### config.mk
export PLATFORM = sky130hd
export DESIGN_NAME = dolc_top
export DESIGN_NICKNAME = d
export VERILOG_FILES = /design/src/pkg/dolc_pkg.sv /design/src/dolc_top.sv
export SDC_FILE = /design/constraint.sdc
export NUM_CORES = 1
export LEC_CHECK = 0
export ABC_AREA = 1
export BUFFER_PORTS_ARGS = -buffer_cell sky130_fd_sc_hd__buf_2
export CAP_MARGIN = 20
export CORE_ASPECT_RATIO = 0.8
export CORE_MARGIN = 2
export CORE_UTILIZATION = 47
export DETAILED_ROUTE_END_ITERATION = 6
export PLACE_DENSITY = 0.76
export SYNTH_ARGS = -nofsm -noshare
export SYNTH_HDL_FRONTEND = slang
export SYNTH_SLANG_ARGS = --single-unit
### constraint.sdc
create_clock -name clk_i -period 1.82 [get_ports clk_i]
set_clock_uncertainty 0.15 [all_clocks]
set_input_delay 0.182 -clock clk_i [delete_from_list [all_inputs] [get_ports clk_i]]
set_output_delay 0.182 -clock clk_i [all_outputs]
set_load 0.02 [all_outputs]
### src/pkg/dolc_pkg.sv
package dolc_pkg;

  // ---------------------------------------------------------------
  // register offsets, decoded as the full bus byte address
  // ---------------------------------------------------------------
  localparam logic [7:0] REG_GEN_CFG = 8'h02;
  localparam logic [7:0] REG_PORT_LOCK_FLAG = 8'h4D;
  localparam logic [7:0] REG_PORT_CFG = 8'h6D;
  localparam logic [7:0] REG_IND_PAGE = 8'hB0;
  localparam logic [7:0] REG_IND_ADDR = 8'hB1;
  localparam logic [7:0] REG_IND_DATA = 8'hB2;
  localparam logic [7:0] REG_IRQ_STS = 8'hC0;
  localparam logic [7:0] REG_IRQ_MASK = 8'hC1;
  localparam logic [7:0] REG_CTRL = 8'hC2;

  // ---------------------------------------------------------------
  // field positions
  // ---------------------------------------------------------------
  localparam int GEN_OEN_OVR = 0;
  localparam int GEN_OEN_VAL = 1;
  localparam int GEN_OSS_OVR = 2;
  localparam int GEN_OSS_VAL = 3;
  localparam int PCFG_COAX = 2;
  localparam int CTRL_PSEL_OVR = 0;
  localparam int CTRL_PSEL_VAL = 1;
  localparam int CTRL_GPIO_LOCK = 2;
  localparam int IRQ_LOCK_UP = 0;
  localparam int IRQ_LOCK_LOST = 1;
  localparam int IRQ_EQ_RESTART = 2;

  // ---------------------------------------------------------------
  // reset values and indirect space
  // ---------------------------------------------------------------
  localparam logic [7:0] GEN_CFG_RST = 8'h00;
  localparam logic [7:0] CTRL_RST = 8'h00;
  localparam logic [7:0] PAGE_MON = 8'h14;
  localparam logic [7:0] PAGE_PORT = 8'h18;
  localparam logic [7:0] MON_EN_ADDR = 8'h00;
  localparam logic [7:0] MON_EN_BIT = 8'h80;
  localparam logic [7:0] MON_MUX_ADDR = 8'h02;
  localparam logic [7:0] MON_MUX_P1 = 8'hA0;
  localparam logic [7:0] IND_RST = 8'h00;

  // ---------------------------------------------------------------
  // equalizer restart timing
  // ---------------------------------------------------------------
  localparam int CLK_MHZ = 25;
  localparam int EQ_RST_NS = 400;
  localparam int EQ_RST_CYC = (EQ_RST_NS * CLK_MHZ + 999) / 1000;

  // ---------------------------------------------------------------
  // types
  // ---------------------------------------------------------------
  typedef enum logic [1:0] {
    DOLC_RSV = 2'b00,
    DOLC_WIDE_LF = 2'b01,
    DOLC_WIDE_HF = 2'b10,
    DOLC_NARROW = 2'b11
  } dolc_mode_t;

  // link clock ratio to pixel clock: num/den
  typedef struct packed {
    logic [1:0] num;
    logic [1:0] den;
  } dolc_ratio_t;

  typedef struct packed {
    logic [11:0] data;
    logic hsync;
    logic vsync;
  } dolc_pix_t;

  typedef struct packed {
    logic active;
    logic pclk_present;
  } dolc_link_t;

  typedef enum logic [1:0] {
    DOLC_EQ_ACQ = 2'b00,
    DOLC_EQ_LOCK = 2'b01,
    DOLC_EQ_RST = 2'b11
  } dolc_eq_t;

endpackage

### src/dolc_top.sv
// Chosen here: the Wishbone register port.
`timescale 1ns/1ps
module dolc_top (
  // clock and reset
  input wire logic clk_i,
  input wire logic rst_i,
  // wishbone slave
  input wire logic wb_cyc_i,
  input wire logic wb_stb_i,
  input wire logic wb_we_i,
  input wire logic [7:0] wb_adr_i,
  input wire logic [3:0] wb_sel_i,
  input wire logic [31:0] wb_dat_i,
  output logic [31:0] wb_dat_o,
  output logic wb_ack_o,
  // pins and strap
  input wire logic [2:0] mode_strap_i,
  input wire logic power_down_n_i,
  input wire logic output_enable_in_i,
  input wire logic output_state_select_i,
  input wire logic port_sel_i,
  // serial link front end, one per port
  input wire dolc_pkg::dolc_link_t [1:0] link_i,
  input wire dolc_pkg::dolc_pix_t [1:0] rx_pix_i,
  // parallel video port, value and enable
  output dolc_pkg::dolc_pix_t pix_o,
  output logic pix_oe_o,
  output logic pclk_o,
  output logic pclk_oe_o,
  output logic lock_o,
  output logic lock_oe_o,
  output logic pass_o,
  output logic pass_oe_o,
  // side outputs
  output logic gpio_lock_o,
  output logic [1:0] remote_ok_o,
  output logic [1:0] eq_reset_o,
  output logic mon_enable_o,
  output logic mon_port_o,
  output dolc_pkg::dolc_ratio_t ratio_o,
  output logic irq_o
);
  import dolc_pkg::*;

  // ---------------------------------------------------------------
  // functions
  // ---------------------------------------------------------------
  function automatic logic [7:0] byte_wr(input logic [7:0] old,
                                         input logic [31:0] d,
                                         input logic [3:0] s);
    byte_wr = s[0] ? d[7:0] : old;
  endfunction

  // lock rule by mode: high-freq needs pixel clock at serializer
  function automatic logic lock_of(input dolc_mode_t m,
                                   input dolc_link_t l);
    if (m == DOLC_WIDE_HF)
      lock_of = l.active & l.pclk_present;
    else
      lock_of = l.active;
  endfunction

  // ---------------------------------------------------------------
  // registers
  // ---------------------------------------------------------------
  logic [7:0] gen_cfg_q;
  logic [7:0] ctrl_q;
  logic [2:0] port_cfg_q;
  logic [7:0] page_q;
  logic [7:0] iaddr_q;
  logic [7:0] idata_q;
  logic [2:0] irq_sts_q;
  logic [2:0] irq_mask_q;
  logic mon_en_q;
  logic mon_port_q;
  logic [7:0] mon_mux_q;
  logic [7:0] port_reg_q;
  logic strap_done_q;
  logic [1:0] lock_flag_q;
  logic [1:0] lock_flag_d;
  logic pin_lock_q;
  dolc_eq_t eq_state_q [2];
  logic [3:0] eq_cnt_q [2];

  logic wr_en;
  logic rd_en;
  logic [7:0] idx;
  logic output_enable_in;
  logic oss;
  logic psel;
  logic pin_lock_d;
  logic [2:0] irq_ev;
  dolc_mode_t mode;

  assign idx = wb_adr_i; // offsets never alias: full byte compare
  assign wr_en = wb_cyc_i & wb_stb_i & wb_we_i & ~wb_ack_o;
  assign rd_en = wb_cyc_i & wb_stb_i & ~wb_we_i & ~wb_ack_o;
  assign mode = dolc_mode_t'(port_cfg_q[1:0]);

  // override muxes for pins
  assign output_enable_in = gen_cfg_q[GEN_OEN_OVR] ? gen_cfg_q[GEN_OEN_VAL]
             : output_enable_in_i;
  assign oss = gen_cfg_q[GEN_OSS_OVR] ? gen_cfg_q[GEN_OSS_VAL]
             : output_state_select_i;
  assign psel = ctrl_q[CTRL_PSEL_OVR] ? ctrl_q[CTRL_PSEL_VAL]
              : port_sel_i;

  // ---------------------------------------------------------------
  // wishbone ack: one cycle after the strobe
  // ---------------------------------------------------------------
  always_ff @(posedge clk_i)
  begin
    if (rst_i)
      wb_ack_o <= 1'b0;
    else
      wb_ack_o <= wb_cyc_i & wb_stb_i & ~wb_ack_o;
  end

  // read mux, unmapped reads zero
  always_ff @(posedge clk_i)
  begin
    if (rst_i)
      wb_dat_o <= 32'h0000_0000;
    else if (rd_en)
    begin
      case (idx)
        REG_GEN_CFG: wb_dat_o <= {24'h0, gen_cfg_q};
        REG_PORT_LOCK_FLAG: wb_dat_o <= {31'h0, lock_flag_q[psel]};
        REG_PORT_CFG: wb_dat_o <= {29'h0, port_cfg_q};
        REG_IND_PAGE: wb_dat_o <= {24'h0, page_q};
        REG_IND_ADDR: wb_dat_o <= {24'h0, iaddr_q};
        REG_IND_DATA: wb_dat_o <= {24'h0, idata_q};
        REG_IRQ_STS: wb_dat_o <= {29'h0, irq_sts_q};
        REG_IRQ_MASK: wb_dat_o <= {29'h0, irq_mask_q};
        REG_CTRL: wb_dat_o <= {24'h0, ctrl_q};
        default: wb_dat_o <= 32'h0000_0000;
      endcase
    end
  end

  // plain control registers; a shortened index would alias them
  always_ff @(posedge clk_i)
  begin
    if (rst_i)
    begin
      gen_cfg_q <= GEN_CFG_RST;
      ctrl_q <= CTRL_RST;
      irq_mask_q <= 3'h0;
    end
    else if (wr_en)
    begin
      if (idx == REG_GEN_CFG)
        gen_cfg_q <= byte_wr(gen_cfg_q, wb_dat_i, wb_sel_i);
      if (idx == REG_CTRL)
        ctrl_q <= byte_wr(ctrl_q, wb_dat_i, wb_sel_i);
      if (idx == REG_IRQ_MASK && wb_sel_i[0])
        irq_mask_q <= wb_dat_i[2:0];
    end
  end

  // strap capture after reset release, software may override
  always_ff @(posedge clk_i)
  begin
    if (rst_i)
    begin
      strap_done_q <= 1'b0;
      port_cfg_q <= 3'h0;
    end
    else if (!strap_done_q)
    begin
      strap_done_q <= 1'b1;
      port_cfg_q <= mode_strap_i;
    end
    else if (wr_en && idx == REG_PORT_CFG && wb_sel_i[0])
      port_cfg_q <= wb_dat_i[2:0];
  end

  // ---------------------------------------------------------------
  // indirect access: page, address, data port
  // ---------------------------------------------------------------
  always_ff @(posedge clk_i)
  begin
    if (rst_i)
    begin
      page_q <= IND_RST;
      iaddr_q <= IND_RST;
      idata_q <= IND_RST;
      mon_en_q <= 1'b0;
      mon_mux_q <= IND_RST;
      port_reg_q <= IND_RST;
    end
    else if (wr_en && wb_sel_i[0])
    begin
      if (idx == REG_IND_PAGE)
        page_q <= wb_dat_i[7:0];
      if (idx == REG_IND_ADDR)
        iaddr_q <= wb_dat_i[7:0];
      if (idx == REG_IND_DATA)
      begin
        idata_q <= wb_dat_i[7:0];
        // data write lands at the addressed location; on the port page any address writes port_reg_q
        if (page_q == PAGE_MON && iaddr_q == MON_EN_ADDR)
          mon_en_q <= (wb_dat_i[7:0] & MON_EN_BIT) != 8'h00;
        if (page_q == PAGE_MON && iaddr_q == MON_MUX_ADDR)
          mon_mux_q <= wb_dat_i[7:0];
        if (page_q == PAGE_PORT)
          port_reg_q <= wb_dat_i[7:0];
      end
    end
  end

  // monitor outputs follow indirect state
  always_ff @(posedge clk_i)
  begin
    if (rst_i)
    begin
      mon_enable_o <= 1'b0;
      mon_port_o <= 1'b0;
      mon_port_q <= 1'b0;
    end
    else
    begin
      mon_port_q <= mon_mux_q == MON_MUX_P1;
      mon_enable_o <= mon_en_q;
      mon_port_o <= mon_port_q;
    end
  end

  // ---------------------------------------------------------------
  // lock generation
  // ---------------------------------------------------------------
  always_comb
  begin
    lock_flag_d = {link_i[1].active, link_i[0].active};
    pin_lock_d = lock_of(mode, link_i[psel]);
  end

  always_ff @(posedge clk_i)
  begin
    if (rst_i)
    begin
      lock_flag_q <= 2'b00;
      pin_lock_q <= 1'b0;
      gpio_lock_o <= 1'b0;
      remote_ok_o <= 2'b00;
    end
    else
    begin
      lock_flag_q <= lock_flag_d;
      pin_lock_q <= pin_lock_d;
      gpio_lock_o <= ctrl_q[CTRL_GPIO_LOCK] & lock_flag_d[psel];
      remote_ok_o <= lock_flag_d;
    end
  end

  // ---------------------------------------------------------------
  // adaptive equalizer restart per port
  // ---------------------------------------------------------------
  for (genvar p = 0; p < 2; p++)
  begin : g_eq
    always_ff @(posedge clk_i)
    begin
      if (rst_i)
      begin
        eq_state_q[p] <= DOLC_EQ_ACQ;
        eq_cnt_q[p] <= 4'h0;
      end
      else
      begin
        case (eq_state_q[p])
          DOLC_EQ_ACQ:
            if (lock_flag_d[p])
              eq_state_q[p] <= DOLC_EQ_LOCK;
          DOLC_EQ_LOCK:
            if (!lock_flag_d[p])
            begin
              eq_state_q[p] <= DOLC_EQ_RST;
              eq_cnt_q[p] <= 4'(EQ_RST_CYC);
            end
          DOLC_EQ_RST:
            if (eq_cnt_q[p] <= 4'h1)
              eq_state_q[p] <= DOLC_EQ_ACQ;
            else
              eq_cnt_q[p] <= eq_cnt_q[p] - 4'h1;
          default: eq_state_q[p] <= DOLC_EQ_ACQ;
        endcase
      end
    end
  end

  always_ff @(posedge clk_i)
  begin
    if (rst_i)
      eq_reset_o <= 2'b00;
    else
      eq_reset_o <= {eq_state_q[1] == DOLC_EQ_RST,
                     eq_state_q[0] == DOLC_EQ_RST};
  end

  // link clock ratio by mode
  always_ff @(posedge clk_i)
  begin
    if (rst_i)
      ratio_o <= '0;
    else
    begin
      case (mode)
        DOLC_NARROW: ratio_o <= '{num: 2'd1, den: 2'd2};
        DOLC_WIDE_HF: ratio_o <= '{num: 2'd2, den: 2'd3};
        DOLC_WIDE_LF: ratio_o <= '{num: 2'd1, den: 2'd1};
        default: ratio_o <= '0;
      endcase
    end
  end

  // ---------------------------------------------------------------
  // output state table, evaluated every clock
  // ---------------------------------------------------------------
  always_ff @(posedge clk_i)
  begin
    if (rst_i)
    begin
      pix_o <= '0;
      pix_oe_o <= 1'b0;
      pclk_o <= 1'b0;
      pclk_oe_o <= 1'b0;
      lock_o <= 1'b0;
      lock_oe_o <= 1'b0;
      pass_o <= 1'b0;
      pass_oe_o <= 1'b0;
    end
    else if (!power_down_n_i)
    begin
      pix_oe_o <= 1'b0;
      pclk_oe_o <= 1'b0;
      lock_oe_o <= 1'b0;
      pass_oe_o <= 1'b0;
    end
    else if (!output_enable_in)
    begin
      pix_o <= '0;
      pclk_o <= 1'b0;
      lock_o <= 1'b0;
      pass_o <= 1'b0;
      pix_oe_o <= ~oss;
      pclk_oe_o <= ~oss;
      lock_oe_o <= ~oss;
      pass_oe_o <= ~oss;
    end
    else
    begin
      // all enables driven in any enabled state
      pix_oe_o <= 1'b1;
      pclk_oe_o <= 1'b1;
      lock_oe_o <= 1'b1;
      pass_oe_o <= 1'b1;
      lock_o <= pin_lock_d;
      if (pin_lock_d && oss)
      begin
        pix_o <= rx_pix_i[psel];
        pclk_o <= ~pclk_o;
        pass_o <= 1'b1;
      end
      else
      begin
        pix_o <= '0;
        pclk_o <= 1'b0;
        if (!oss)
          pass_o <= 1'b0; // static+oss=1 keeps pass
      end
    end
  end

  // ---------------------------------------------------------------
  // interrupts: set wins over write-one clear
  // ---------------------------------------------------------------
  assign irq_ev[IRQ_LOCK_UP] = pin_lock_d & ~pin_lock_q;
  assign irq_ev[IRQ_LOCK_LOST] = ~pin_lock_d & pin_lock_q;
  assign irq_ev[IRQ_EQ_RESTART] = |(lock_flag_q & ~lock_flag_d);

  always_ff @(posedge clk_i)
  begin
    if (rst_i)
      irq_sts_q <= 3'h0;
    else if (wr_en && idx == REG_IRQ_STS && wb_sel_i[0])
      irq_sts_q <= (irq_sts_q & ~wb_dat_i[2:0]) | irq_ev;
    else
      irq_sts_q <= irq_sts_q | irq_ev;
  end

  always_ff @(posedge clk_i)
  begin
    if (rst_i)
      irq_o <= 1'b0;
    else
      irq_o <= |(irq_sts_q & irq_mask_q);
  end

endmodule

==> impl_metrics.toml, run 1 <==
[clock_network]
clock-sinks = 112
cts_tree = "built"
root_buffer = "clkbuf_16"
clk_path_buf_depth = 2
htree_levels = 3
cts_made_buffers = 9
clkTransAtPathRegs_ns = 0.07
clk_latency_ns = 0.35

[sta]
maxSlewViolCount = 0
rsz0062_at_grt = "yes"
hold_viol = 0
period_minus_slack_ns = 1.75
fmaxAchievable_ghz = 0.572
tightest_slew_ns = 0.629
setup_viol = 0
timing.final.crit_share_pct = 96.1
timing.slew.headroom_pct = 58.0
hold_slack_ns = 0.0199

[floorplanning]
rows = 34
start_util_pct = 48.6
ioPinCount = 154
dieArea_sq_um = 12200
die_height_um = 99.1
core_sq_um = 10900
die_w_um = 123

[run]
drv_cap = 0

[drt]
wl_mm = 13.1
initialDrtViolationCount = 407
wl_per_cell_um = 13.1
final_antenna_net_count = 0
via_count = 4913
remaining_drc_errors = 0
vias_per_cell = 4.93
drt-pass1-iter-count = 5

[yosys]
synth_cells = 720
yosysTopAreaCell = "dfxtp_1"
synth_area_leaders = "dfxtp_1 (38%), nand2_1 (11%), nor2_1 (6.9%), edfxtp_1 (6.8%), o21ai_0 (6.4%)"
synth-seq-cells = 112
ys_seq_area_share_pct = 44.5
synth_area_per_cell_sq_um = 7.38
synthMuxAreaShare_pct = 0.189
ys.flop_type = "dfxtp_1"
syn_area_sq_um = 5310
synth-simple-area-share_pct = 26.5
synth_top_family_by_area = "simple AND/OR/NAND/NOR gates"
synth-compound-area-share_pct = 15.3
synth_commonest_cells = "nand2_1 (155), dfxtp_1 (100), nor2_1 (98), o21ai_0 (68), inv_1 (66)"
yosysWarnings = 0
synth_fa_ha_area_share_pct = 2.12
synth_edf_count = 12
synth_cell_type_count = 37
synth_xor_xnor_area_share_pct = 0.495
yosysMostFrequentCell = "nand2_1"
synth-async-reset-ratio_pct = 0
synth_top_cell_area_share_pct = 37.7

[global_route]
grt_overflow = 0
grt_max_degree = 52
grt_first_pass_wirelength_mm = 20.9
grt_pass1_vias = 4264
grt_usage_pct = 21.6
antenna_found_initial = 0

[setup_path]
r2r_end = "eq_cnt_q[0][0]"
reg2reg_from = "eq_cnt_q[0][0]"
cp-end-kind = "flip-flop"
rr_worst_depth = 7
critPathLaunchType = "flip-flop"
path_class = "flip-flop to flip-flop"
r2r_slack_ns = 0.07
cp.required_ns = 1.76
arrival_ns = 1.69
worstPathMaxFanout = 5

[cells_and_area]
antenna_cells = 0
largest_reg_flops = 14
drive_gt1_share_pct = 21.1
final_cell_area_sq_um = 6430
fin_nets = 944
final_util_pct = 58.9
fin_cells = 996
top_register = "pix_o"
synthToLayoutAreaGrowth_pct = 21.2

[min_path]
hold_depth = 3
min_from = "wb_dat_i[6]"
holdPathEnd = "mon_mux_q[6]"
hold_class = "input pin to flip-flop"

[power_and_ir_drop]
p_per_area_nw_per_um2 = 790
p_leak_nw = 2.97
vdd_drop_max_mv = 0.481

[place]
io_buffers = 102
place_inst = 967
dp_hpwl_mm = 9.67
routabilityCongestion = 0.891
placed_area_sq_um = 5980

[run_status]
status = "completed"
-- placed cells by master, fill, tap and decap left out, drive strengths merged, types with 12 or more instances in the layout --
cell and instances:
edfxtp 12, a21oi 62, buf 130, nand3 39
nor2 107, nand2 159, inv 76, dfxtp 100
conb 24, o21ai 71
-- cell families (layout without fill, tap and decap cells) --
family / count (synthesis) / after routing
buf+inv: 119 / 228
flops: 112 / 112
xor+xnor: 3 / 3
fa+ha+maj: 9 / 9
other cells: 1 / 24
simple gates: 325 / 325
mux: 1 / 1
compound gates: 150 / 150
-- worst max path at each step --
stage | startpoint | end | slack [ns] | depth (start not counted)
global route | eq_cnt_q[0][0] | eq_cnt_q[0][0] | -0.08 | 7
finish | eq_cnt_q[0][0] | eq_cnt_q[0][0] | 0.07 | 7
CTS | eq_cnt_q[0][0] | eq_cnt_q[0][0] | 0.02 | 7
floorplan | eq_cnt_q[1][0] | eq_cnt_q[1][0] | 0.10 | 9
detailed placement | eq_cnt_q[0][0] | eq_cnt_q[0][0] | -0.02 | 7
global placement | eq_cnt_q[0][0] | eq_cnt_q[0][2] | 0.06 | 7
-- area by class of cell --
cell class                      count  area (sq um)
Tap cell                          144           180
Multi-Input combinational cell    512          2500
Clock inverter                      7          53.8
Clock buffer                        9           225
Sequential cell                   112          2360
Inverter                           74           279
Fill cell                        1026          4500
Timing Repair Buffer              138           838
-- worst max-delay path, stage by stage, from the launching register on --
cell and delay (ns):
edfxtp_1 0.43, inv_1 0.09, ha_2 0.18, nor2_1 0.06, o31ai_2 0.30, nor3_2 0.07
inv_2 0.11, nand3_4 0.10
-- metrics by stage --
step	total power [mW]	setup TNS, ns	setup WS [ns]
2_1_floorplan	3.05	0	0.105
3_3_place_gp	3.20	0	0.0595
3_5_place_dp	3.21	-0.0863	-0.0216
4_1_cts	5.08	0	0.0227
5_1_grt	5.31	-0.653	-0.0823
6_report	5.09	0	0.0715
-- timing repair --
| item | CTS | global route |
|---|---|---|
| endpoints found under the setup margin | 4 | 34 |
| hold endpoints to repair | 7 | 0 |
| resized for setup | 1 | 8 |
| buffers inserted | 0 | 5 |
| hold buffers | 8 | 0 |
| pin swaps | 0 | 3 |
-- where the power goes --
part	internal, mW	switching, mW	total [mW]
sequential	2.57	0.0468	2.61
combinational	0.213	0.376	0.588
clock	0.943	0.942	1.88
-- layer usage --
layer	global-route usage [%]	vias up	routed length, um
li1	-	2540	-
met3	4.46	12	692
met2	30.8	135	5640
met4	5.22	0	119
met1	33.0	2226	6640
met5	0	-	0
No activity file was read; power rests on OpenSTA's default activity.
==> run 2, diff against run 1 <==
- REMOVE_ABC_BUFFERS: default -> 1
==> run 2 against run 1 <==
  * Register-to-register slack about the same
  * Final cell count stayed put
  * Sequential share of layout area down 0.34 points
  * Non-clock buffer count rose by 1
  * Hold slack improved by 0.0088 ns
  * Critical path type is now input pin to flip-flop
  * Largest power group unchanged
  * Highest routed layer unchanged
==> impl_metrics.toml, run 2 (synthesized netlist as in run 1, its figures left out) <==
[setup_path]
critPathLaunchType = "input pin"
path_buf_inv = 2
path_class = "input pin to flip-flop"
cp.required_ns = 1.73
cp-end-kind = "flip-flop"
path_cells = "dlygate4sd3_1 -> buf_2 -> nor4_1 -> nor2_4 -> nand2_4"
worstPathMaxFanout = 4
slowest_delay_ns = 0.60
path_delay_family = "simple AND/OR/NAND/NOR gates"
arrival_ns = 1.66
cp_slowest_cell = "nor4_1"

[cells_and_area]
drive_gt1_share_pct = 22.2
synthToLayoutAreaGrowth_pct = 22.3
antenna_cells = 0
filler_cell_count = 986
final_common_cell = "nand2_1"
largest_reg_flops = 14
layout_common_cells = "nand2_1 (154), buf_2 (102), dfxtp_1 (100)"
final_cell_area_sq_um = 6490
top_register = "pix_o"
final_util_pct = 59.4
fin_nets = 945

[drt]
remaining_drc_errors = 0
final_antenna_net_count = 0
wl_per_cell_um = 13.2
wl_mm = 13.2
initialDrtViolationCount = 468
via_count = 4929
vias_per_cell = 4.95
drt-pass1-iter-count = 6

[floorplanning]
dieArea_sq_um = 12200
die_w_um = 123
ioPinCount = 154
start_util_pct = 48.6
rows = 34
die_height_um = 99.1
core_sq_um = 10900

[power_and_ir_drop]
p_per_area_nw_per_um2 = 810
p_leak_nw = 2.98
vdd_drop_max_mv = 0.726

[sta]
setup_viol = 0
timing.final.crit_share_pct = 96.4
period_minus_slack_ns = 1.76
fin_ws_ns = 0.0647
tightest_slew_ns = 0.657
fin_tns_setup_ns = 0
timing.slew.headroom_pct = 55.8
hold_viol = 0
maxSlewViolCount = 0
hold_slack_ns = 0.0287
fmaxAchievable_ghz = 0.570

[clock_network]
cts_tree = "built"
clk_path_buf_depth = 2
clock-sinks = 112
clk_latency_ns = 0.34
htree_levels = 3
root_buffer = "clkbuf_16"
clkTransAtPathRegs_ns = 0.06
cts_made_buffers = 9

[place]
place_ws_ns = -0.0259
placed_area_sq_um = 5980
io_buffers = 102
dp_hpwl_mm = 9.73
routabilityCongestion = 0.883

[run_status]
status = "completed"

[global_route]
grt_usage_pct = 21.8
grt_first_pass_wirelength_mm = 20.8
antenna_found_initial = 0
grt_max_degree = 51
grt_overflow = 0
grt_pass1_vias = 4305

[run]
drv_cap = 0

[min_path]
hold_class = "input pin to flip-flop"
==> run 2: cell types whose count changed in the layout (fill, tap and decap cells not counted), sizes merged <==
cell	change
bufinv	+1
dlygate4sd3	-2
clkinv	-3
clkbuf	+4
buf	+3
inv	-3
==> run 2: report_power, final <==
| part | internal, mW | switching [mW] | leakage, nW |
|---|---|---|---|
| combinational | 0.234 | 0.395 | 1.90 |
| sequential | 2.57 | 0.0543 | 0.936 |
| clock | 1.16 | 0.850 | 0.144 |
==> run 2: layout make-up <==
type / count / area [sq um] / share of cell area (%)
clock buffers: 13 / 265 / 4.08
clock inverters: 2 / 37.5 / 0.578
inverters: 74 / 279 / 4.30
multi-input cells: 512 / 2550 / 39.3
flip-flops and latches: 112 / 2360 / 36.4
well taps: 144 / 180 / 2.77
repair buffers: 139 / 816 / 12.6
==> run 2: layer usage <==
layer	track usage (%)	part of all wire [%]	up-vias
li1	-	-	2536
met1	30.1	46	2203
met2	33.8	45	180
met3	6.83	8.3	10
met4	4.42	0.78	0
met5	0	0	-
==> run 2: through the flow <==
step,power (mW),std cells
2_1_floorplan,2.98,698
3_3_place_gp,3.21,967
3_5_place_dp,3.22,967
4_1_cts,5.22,988
5_1_grt,5.47,996
6_report,5.26,996
==> run 2: repair_timing <==
| action | CTS | global route |
|---|---|---|
| gates resized for setup | 2 | 22 |
| endpoints found under the setup margin | 4 | 19 |
| gates cloned | 0 | 0 |
| hold buffers | 6 | 0 |
| pin swaps | 0 | 4 |
| buffers inserted | 0 | 8 |
| endpoints found under the hold margin | 6 | 0 |
==> run 2: worst register-to-register path, stage by stage, from the launching register on <==
cell and delay [ns]:
edfxtp_1 0.44, inv_2 0.10, ha_4 0.15, nor2_4 0.04
o31ai_4 0.23, buf_4 0.15, nand3_2 0.06, nand4_1 0.13
==> run 2: final timing paths <==
kind | slack, ns | to | cells after the start | startpoint
hold reg to reg | 0.26 | mon_port_o | 2 | mon_port_q
hold / removal | 0.03 | pass_oe_o | 3 | output_enable_in_i
setup reg to reg | 0.07 | eq_state_q[0][1] | 7 | eq_cnt_q[0][0]
setup / recovery | 0.06 | eq_cnt_q[1][2] | 5 | link_i[3]
